**src/logic/pems_pkg.sv**
```systemverilog
package pems_pkg;

  // link timing at a 10 MHz system clock
  localparam int SYS_CLK_HZ = 10_000_000;
  localparam int READY_LOW_NS = 15_000;
  localparam int READY_LOW_CYC = (READY_LOW_NS * (SYS_CLK_HZ / 1_000_000)) / 1000;
  localparam int SYNC_STAGES = 3;

  // command opcodes and lengths
  localparam logic [3:0] OPC_ERASE_ROWS = 4'h9;
  localparam logic [3:0] OPC_BLANK_QUERY = 4'ha;
  localparam logic [3:0] OPC_VERSION_QUERY = 4'hb;
  localparam logic [11:0] LEN_ERASE_ROWS = 12'h003;
  localparam logic [11:0] LEN_BLANK_QUERY = 12'h003;

  // response fields
  localparam logic [3:0] RESP_PASS = 4'h1;
  localparam logic [3:0] RESP_REJECT = 4'h2;
  localparam logic [15:0] RESP_LEN = 16'h0002;
  localparam logic [7:0] QE_OK = 8'h00;
  localparam logic [7:0] QE_VERIFY = 8'h01;
  localparam logic [7:0] QE_OTHER = 8'h02;
  localparam logic [7:0] QE_BLANK = 8'hf0;
  localparam logic [7:0] QE_NOT_BLANK = 8'h0f;
  // version byte, value arbitrary
  localparam logic [7:0] EXEC_VERSION = 8'h10;

  // memory map
  localparam logic [23:0] ROW_STRIDE = 24'h000040;
  localparam logic [23:0] WORD_STRIDE = 24'h000002;
  localparam logic [23:0] CODE_START = 24'h000000;
  localparam logic [23:0] DATA_START = 24'h7ffffe;
  localparam logic [23:0] PROT_BASE = 24'hf80000;
  localparam logic [23:0] ERASED_WORD = 24'hffffff;
  localparam logic [15:0] ERASED_DATA = 16'hffff;

  typedef enum logic [2:0] {ST_HDR, ST_ARGS, ST_BUSY, ST_READY, ST_SEND} pems_state_t;
  typedef enum logic [2:0] {JOB_IDLE, JOB_ERASE, JOB_CODE, JOB_DATA, JOB_DONE} pems_job_t;
  typedef enum logic {MEM_READ, MEM_ERASE_ROW} pems_mem_op_t;

  typedef struct packed {
    logic [3:0] opc;
    logic [11:0] len;
  } pems_hdr_t;

  typedef struct packed {
    logic valid;
    pems_mem_op_t op;
    logic [23:0] addr;
  } pems_mem_req_t;

  typedef struct packed {
    logic ack;
    logic err;
    logic [23:0] rdata;
  } pems_mem_rsp_t;

  // three link words to two instructions; odd count leaves w2 unused
  function automatic logic [47:0] pems_unpack_pair(input logic [15:0] w0,
                                                   input logic [15:0] w1,
                                                   input logic [15:0] w2);
    pems_unpack_pair = {w1[15:8], w2, w1[7:0], w0};
  endfunction

  function automatic logic pems_supported(input logic [3:0] opc);
    pems_supported = (opc == OPC_ERASE_ROWS) || (opc == OPC_BLANK_QUERY) ||
                     (opc == OPC_VERSION_QUERY);
  endfunction

endpackage

```
**src/logic/pems_pin_sync.sv**
```systemverilog
`timescale 1ns/1ps
module pems_pin_sync
  import pems_pkg::*;
(
  input wire logic sys_clk,
  input wire logic rst,
  input wire logic raw,
  output logic level,
  output logic rise,
  output logic fall
);

  logic [SYNC_STAGES-1:0] sync_ff;
  logic lvl_ff;

  // three-stage capture of an asynchronous pin
  always_ff @(posedge sys_clk) begin
    if (rst) begin
      sync_ff <= '0;
    end else begin
      sync_ff <= {sync_ff[SYNC_STAGES-2:0], raw};
    end
  end

  // accepted level moves only when stages two and three agree
  always_ff @(posedge sys_clk) begin
    if (rst) begin
      lvl_ff <= 1'b0;
    end else if (sync_ff[1] == sync_ff[2]) begin
      lvl_ff <= sync_ff[2];
    end
  end

  assign level = (sync_ff[1] == sync_ff[2]) ? sync_ff[2] : lvl_ff;
  assign rise = sync_ff[1] & sync_ff[2] & ~lvl_ff;
  assign fall = ~sync_ff[1] & ~sync_ff[2] & lvl_ff;

endmodule // pems_pin_sync

```
**src/logic/pems_cmd_link.sv**
```systemverilog
`timescale 1ns/1ps
module pems_cmd_link
  import pems_pkg::*;
(
  input wire logic sys_clk,
  input wire logic rst,
  input wire logic prog_clock_pin,
  input wire logic prog_data_pin_in,
  output logic prog_data_pin_out,
  output logic prog_data_pin_oe_n,
  output pems_mem_req_t mem_req,
  input wire pems_mem_rsp_t mem_rsp
);

  pems_state_t state_ff;
  pems_job_t job_ff;
  pems_hdr_t hdr_ff;
  logic [15:0] shift_ff;
  logic [3:0] bit_cnt_ff;
  logic [11:0] word_cnt_ff;
  logic [15:0] arg1_ff;
  logic [15:0] arg2_ff;
  logic [7:0] timer_ff;
  logic [31:0] tx_ff;
  logic [4:0] tx_cnt_ff;
  logic armed_ff;
  logic [15:0] count_ff;
  logic [23:0] addr_ff;
  logic [7:0] qe_ff;
  logic blank_ok_ff;
  pems_mem_req_t req_ff;
  logic dout_ff;
  logic oe_n_ff;
  logic clk_rise;
  logic clk_fall;
  logic din;
  logic word_done;
  logic [15:0] rx_word;
  logic [15:0] resp_word;

  // link clock is only an input, sampled and edge-detected here
  pems_pin_sync u_clk_sync (
    .sys_clk(sys_clk),
    .rst(rst),
    .raw(prog_clock_pin),
    .level(),
    .rise(clk_rise),
    .fall(clk_fall)
  );

  pems_pin_sync u_data_sync (
    .sys_clk(sys_clk),
    .rst(rst),
    .raw(prog_data_pin_in),
    .level(din),
    .rise(),
    .fall()
  );

  // word assembly, most significant bit first, on rising edges
  assign word_done = clk_rise && (bit_cnt_ff == 4'hf);
  assign rx_word = {shift_ff[14:0], din};

  // first response word: status nibble, command opcode, code byte
  always_comb begin
    resp_word = {RESP_REJECT, hdr_ff.opc, QE_OTHER};
    case (hdr_ff.opc)
      OPC_ERASE_ROWS: resp_word = {RESP_PASS, hdr_ff.opc, qe_ff};
      OPC_BLANK_QUERY: begin
        resp_word = {RESP_PASS, hdr_ff.opc, blank_ok_ff ? QE_BLANK : QE_NOT_BLANK};
      end
      OPC_VERSION_QUERY: resp_word = {RESP_PASS, hdr_ff.opc, EXEC_VERSION};
      default: resp_word = {RESP_REJECT, hdr_ff.opc, QE_OTHER};
    endcase
  end

  // receive shifter, idle outside the command phase
  always_ff @(posedge sys_clk) begin
    if (rst) begin
      shift_ff <= 16'h0000;
      bit_cnt_ff <= 4'h0;
    end else if (state_ff == ST_HDR || state_ff == ST_ARGS) begin
      if (clk_rise) begin
        shift_ff <= rx_word;
        bit_cnt_ff <= bit_cnt_ff + 4'h1;
      end
    end else begin
      bit_cnt_ff <= 4'h0;
    end
  end

  // link sequencer: command in, busy, ready pulse, response out
  always_ff @(posedge sys_clk) begin
    if (rst) begin
      state_ff <= ST_HDR;
      hdr_ff <= '0;
      word_cnt_ff <= 12'h000;
      arg1_ff <= 16'h0000;
      arg2_ff <= 16'h0000;
      timer_ff <= 8'h00;
      tx_ff <= 32'h0000_0000;
      tx_cnt_ff <= 5'h00;
      armed_ff <= 1'b0;
    end else begin
      case (state_ff)
        ST_HDR: begin
          if (word_done) begin
            hdr_ff <= rx_word;
            word_cnt_ff <= 12'h001;
            if (rx_word[11:0] <= 12'h001) begin
              state_ff <= ST_BUSY;
            end else begin
              state_ff <= ST_ARGS;
            end
          end
        end
        ST_ARGS: begin
          if (word_done) begin
            // argument words taken as sent, no range checks
            if (word_cnt_ff == 12'h001) begin
              arg1_ff <= rx_word;
            end
            if (word_cnt_ff == 12'h002) begin
              arg2_ff <= rx_word;
            end
            word_cnt_ff <= word_cnt_ff + 12'h001;
            if (word_cnt_ff + 12'h001 == hdr_ff.len) begin
              state_ff <= ST_BUSY;
            end
          end
        end
        ST_BUSY: begin
          if (job_ff == JOB_DONE) begin
            state_ff <= ST_READY;
            timer_ff <= 8'h00;
            tx_ff <= {resp_word, RESP_LEN};
          end
        end
        ST_READY: begin
          timer_ff <= timer_ff + 8'h01;
          if (timer_ff == 8'(READY_LOW_CYC - 1)) begin
            state_ff <= ST_SEND;
            tx_cnt_ff <= 5'h00;
            armed_ff <= 1'b0;
          end
        end
        ST_SEND: begin
          // bit changes on the falling edge after each sampled bit
          if (clk_rise) begin
            tx_cnt_ff <= tx_cnt_ff + 5'h01;
            armed_ff <= 1'b1;
            if (tx_cnt_ff == 5'h1f) begin
              state_ff <= ST_HDR;
            end
          end else if (clk_fall && armed_ff) begin
            tx_ff <= {tx_ff[30:0], 1'b0};
            armed_ff <= 1'b0;
          end
        end
        default: state_ff <= ST_HDR;
      endcase
    end
  end

  // command execution against the memory port
  always_ff @(posedge sys_clk) begin
    if (rst) begin
      job_ff <= JOB_IDLE;
      req_ff <= '0;
      count_ff <= 16'h0000;
      addr_ff <= 24'h000000;
      qe_ff <= QE_OK;
      blank_ok_ff <= 1'b1;
    end else begin
      case (job_ff)
        JOB_IDLE: begin
          if (state_ff == ST_BUSY) begin
            qe_ff <= QE_OK;
            blank_ok_ff <= 1'b1;
            case (hdr_ff.opc)
              OPC_ERASE_ROWS: begin
                job_ff <= JOB_ERASE;
                count_ff <= {8'h00, arg1_ff[15:8]};
                addr_ff <= {arg1_ff[7:0], arg2_ff};
              end
              OPC_BLANK_QUERY: begin
                job_ff <= JOB_CODE;
                count_ff <= arg1_ff;
                addr_ff <= CODE_START;
              end
              default: job_ff <= JOB_DONE;
            endcase
          end
        end
        JOB_ERASE: begin
          if (!req_ff.valid) begin
            if (count_ff == 16'h0000) begin
              job_ff <= JOB_DONE;
            end else if (addr_ff >= PROT_BASE) begin
              qe_ff <= QE_OTHER;
              job_ff <= JOB_DONE;
            end else begin
              req_ff <= '{valid: 1'b1, op: MEM_ERASE_ROW, addr: addr_ff};
            end
          end else if (mem_rsp.ack) begin
            req_ff.valid <= 1'b0;
            if (mem_rsp.err) begin
              qe_ff <= QE_OTHER;
              job_ff <= JOB_DONE;
            end else begin
              count_ff <= count_ff - 16'h0001;
              addr_ff <= addr_ff + ROW_STRIDE;
            end
          end
        end
        JOB_CODE: begin
          if (!req_ff.valid) begin
            if (count_ff == 16'h0000) begin
              job_ff <= JOB_DATA;
              count_ff <= {4'h0, arg2_ff[11:0]};
              addr_ff <= DATA_START;
            end else begin
              req_ff <= '{valid: 1'b1, op: MEM_READ, addr: addr_ff};
            end
          end else if (mem_rsp.ack) begin
            req_ff.valid <= 1'b0;
            if (mem_rsp.err || mem_rsp.rdata != ERASED_WORD) begin
              blank_ok_ff <= 1'b0;
            end
            count_ff <= count_ff - 16'h0001;
            addr_ff <= addr_ff + WORD_STRIDE;
          end
        end
        JOB_DATA: begin
          // only the two walked regions are read, never configuration
          if (!req_ff.valid) begin
            if (count_ff == 16'h0000) begin
              job_ff <= JOB_DONE;
            end else begin
              req_ff <= '{valid: 1'b1, op: MEM_READ, addr: addr_ff};
            end
          end else if (mem_rsp.ack) begin
            req_ff.valid <= 1'b0;
            if (mem_rsp.err || mem_rsp.rdata[15:0] != ERASED_DATA) begin
              blank_ok_ff <= 1'b0;
            end
            count_ff <= count_ff - 16'h0001;
            addr_ff <= addr_ff - WORD_STRIDE;
          end
        end
        JOB_DONE: begin
          if (state_ff != ST_BUSY) begin
            job_ff <= JOB_IDLE;
          end
        end
        default: job_ff <= JOB_IDLE;
      endcase
    end
  end

  // pin drive: released while receiving, high busy, low ready
  always_ff @(posedge sys_clk) begin
    if (rst) begin
      dout_ff <= 1'b1;
      oe_n_ff <= 1'b1;
    end else begin
      case (state_ff)
        ST_BUSY: begin
          dout_ff <= 1'b1;
          oe_n_ff <= 1'b0;
        end
        ST_READY: begin
          dout_ff <= 1'b0;
          oe_n_ff <= 1'b0;
        end
        ST_SEND: begin
          dout_ff <= tx_ff[31];
          oe_n_ff <= 1'b0;
        end
        default: begin
          dout_ff <= 1'b1;
          oe_n_ff <= 1'b1;
        end
      endcase
    end
  end

  assign prog_data_pin_out = dout_ff;
  assign prog_data_pin_oe_n = oe_n_ff;
  assign mem_req = req_ff;
endmodule // pems_cmd_link

```
**config.mk**
```make
export PLATFORM = sky130hd
export DESIGN_NAME = pems_cmd_link
export DESIGN_NICKNAME = d
export VERILOG_FILES = /design/src/logic/pems_pkg.sv /design/src/logic/pems_pin_sync.sv /design/src/logic/pems_cmd_link.sv
export SDC_FILE = /design/constraint.sdc
export NUM_CORES = 1
export LEC_CHECK = 0
export ABC_CLOCK_PERIOD_IN_PS = 5650
export BUFFER_PORTS_ARGS = -buffer_cell sky130_fd_sc_hd__buf_2
export CAP_MARGIN = 20
export CORE_MARGIN = 4
export CORE_UTILIZATION = 27
export CTS_CLUSTER_SIZE = 28
export DETAILED_ROUTE_END_ITERATION = 7
export HOLD_SLACK_MARGIN = 0.1
export PLACE_DENSITY = 0.47
export SYNTH_ARGS = -nofsm -noshare
export SYNTH_HDL_FRONTEND = slang
export SYNTH_SLANG_ARGS = --single-unit
```
**constraint.sdc**
```tcl
create_clock -name sys_clk -period 5.65 [get_ports sys_clk]
set_input_delay 0.565 -clock sys_clk [delete_from_list [all_inputs] [get_ports sys_clk]]
set_output_delay 0.565 -clock sys_clk [all_outputs]
set_load 0.02 [all_outputs]
```
==> flow_summary.ini <==
[cells_and_area]
final_common_cell = dfxtp_1
final_nets = 1415
drive_gt1_frac = 0.111
diodes = 0
mostFrequentLayoutCells = dfxtp_1 (208), nand2_1 (173), nor2_1 (159)
syn_to_final_growth_pct = 14.3

[timing]
period_share = 0.585
maxSlewViolCount = 0
fin_setup_tns_ns = 0
setup_violations = 0
rsz0062_at_grt = no
period_minus_slack_ns = 3.31
hold_viol = 0
slew_headroom = 0.316
hold-worst-slack_ns = 0.229
fmax_mhz = 303
finClkSkew_ns = 0.0123
worst_pin_slew_ns = 1.03

[yosys]
synth-seq-cells = 208
synth_edf_count = 0
yosys_warnings = 0
synth_cell_types = 87
ys_seq_area_frac = 0.383
syn-num-nets = 1423
netlist_instances = 1378
ys_async_sr_fraction = 0
synth_area_per_cell_um2 = 7.89
ys.flop_type = dfxtp_1
synth_area_mm2 = 0.0109

[clock_tree]
cts.sinks = 208
clock_latency_ns = 0.55
htree_levels = 1
hold_buffers = 0
clk_pin_slew_ns = 0.06
postCtsSetupBuffers = 0
cts_resized = 0
cts_tree = built
numCtsBuffers = 25
root_buffer = clkbuf_16
cts.path.max_buffers = 3

[floorplanning]
die_w_um = 209
ioPinCount = 58
die_area_mm2 = 0.0435
fp.coreArea_mm2 = 0.0397
start_util = 0.274
die_h_um = 209
core.rowCount = 73

[status]
status = finished clean

[run]
drv_cap = 0

[min_path]
hold_depth = 2
hp-class = input port to register

[power]
ir_worst_vdd_v = 0.000225
leakage_nw = 4.47
p_per_area_mw_per_mm2 = 271

[setup_path]
crit_type = register to register
crit_arrival_ns = 3.78
worstSetupStartpointType = register
crit_fanout = 27
required_ns = 6.12
r2r.worst_path.cells = 5
cp-end-kind = register

[route]
wl_um = 33800
ant_nets = 0
dr.pass1.iters = 5
vias = 9988
via_per_inst = 5.22
drc = 0
wl_per_cell_um = 17.7
dr.first_iter.drc_count = 617

[placement]
port_buffers = 57
hpwl_um = 23000
globalplace.congestion = 0.890

[global_route]
grt_pass1_vias = 9397
grt_max_degree = 81
grt_usage = 0.149
grt_pass1_wl_um = 54000
antenna_found_initial = 0
grt_overflow = 0
-- state kept, by name (all words and copies together) (netlist names), 4 cells and up --
name,cells
hdr_ff,16
tx_ff,31
count_ff,16
arg1_ff,16
timer_ff,8
addr_ff,24
word_cnt_ff,12
mem_req,26
bit_cnt_ff,4
shift_ff,15
tx_cnt_ff,5
arg2_ff,16
-- worst max-delay path, stage by stage, from the launching register on --
cell and delay, ns:
dfxtp_1 0.90, or3b_1 0.64, a211oi_2 0.58, o21a_1 0.80
nand2_1 0.15, a21oi_1 0.15
-- where the power goes --
| group | internal, W | switching, W |
|---|---|---|
| sequential | 0.00147 | 0.00000913 |
| clock | 0.00112 | 0.000679 |
| combinational | 0.0000279 | 0.0000591 |
| total | 0.00262 | 0.000747 |
-- cell usage after synthesis, drive strengths merged, types with 20 or more instances --
cell    instances  area share
a21oi         135       0.062
nand4          21       0.012
nor3           41       0.020
mux2i          47       0.043
clkbuf         79       0.027
dfxtp         208        0.38
nor2          160       0.055
a22oi          31       0.021
inv            25      0.0086
buf            29       0.014
xnor2          25       0.020
xor2           20       0.016
nand3          42       0.020
o21ai          76       0.037
nand2         173       0.060
a31oi          20       0.012
-- stage by stage --
stage / std cells / utilization / area (um^2) / worst slack (ns) / total power [W]
after floorplan: 1378 / - / 10900 / 3.13 / 0.00157
after global placement: 1867 / 0.289 / 11500 / 2.46 / 0.00160
after detailed placement: 1867 / 0.289 / 11500 / 2.30 / 0.00160
after CTS: 1913 / 0.313 / 12400 / 2.33 / 0.00343
after global routing: 1914 / 0.313 / 12400 / 2.03 / 0.00349
final: 1914 / 0.313 / 12400 / 2.34 / 0.00337
-- metal layers --
metal	share of wire	vias to the layer above	GRT usage	wire, um
met4	0.023	0	0.0371	781
met1	0.48	4759	0.216	16300
met3	0.067	47	0.0336	2260
met5	0	-	0	0
met2	0.43	245	0.225	14500
li1	-	4937	-	-
-- path summary, 6_finish.rpt --
check	startpoint	end	slack, ns
hold reg to reg	u_data_sync.sync_ff[0]$_SDFF_PP0_	u_data_sync.sync_ff[1]$_SDFF_PP0_	0.44
setup reg to reg	job_ff[0]$_SDFFE_PP0P_	mem_req[23]$_SDFFE_PP0P_	2.34
setup / recovery	job_ff[0]$_SDFFE_PP0P_	mem_req[23]$_SDFFE_PP0P_	2.34
hold / removal	prog_data_pin_in	u_data_sync.sync_ff[0]$_SDFF_PP0_	0.23
-- kinds of logic (layout without fill, tap and decap cells) --
group	after synthesis	count (layout)	share of synthesized area
simple gates	549	549	0.242
compound gates	375	375	0.223
flops	208	208	0.383
buf+inv	134	145	0.0506
mux	51	51	0.0474
xor+xnor	45	45	0.0362
fa+ha+maj	16	16	0.0182
-- area by class of cell --
type,count,area [um^2]
fillers,4247,27300
multi-input cells,1036,6170
flip-flops and latches,208,4160
clock buffers,31,708
well taps,525,657
repair buffers,73,409
clock inverters,15,225
inverters,26,97.6
Note: power is estimated with default switching activity, not from simulation.
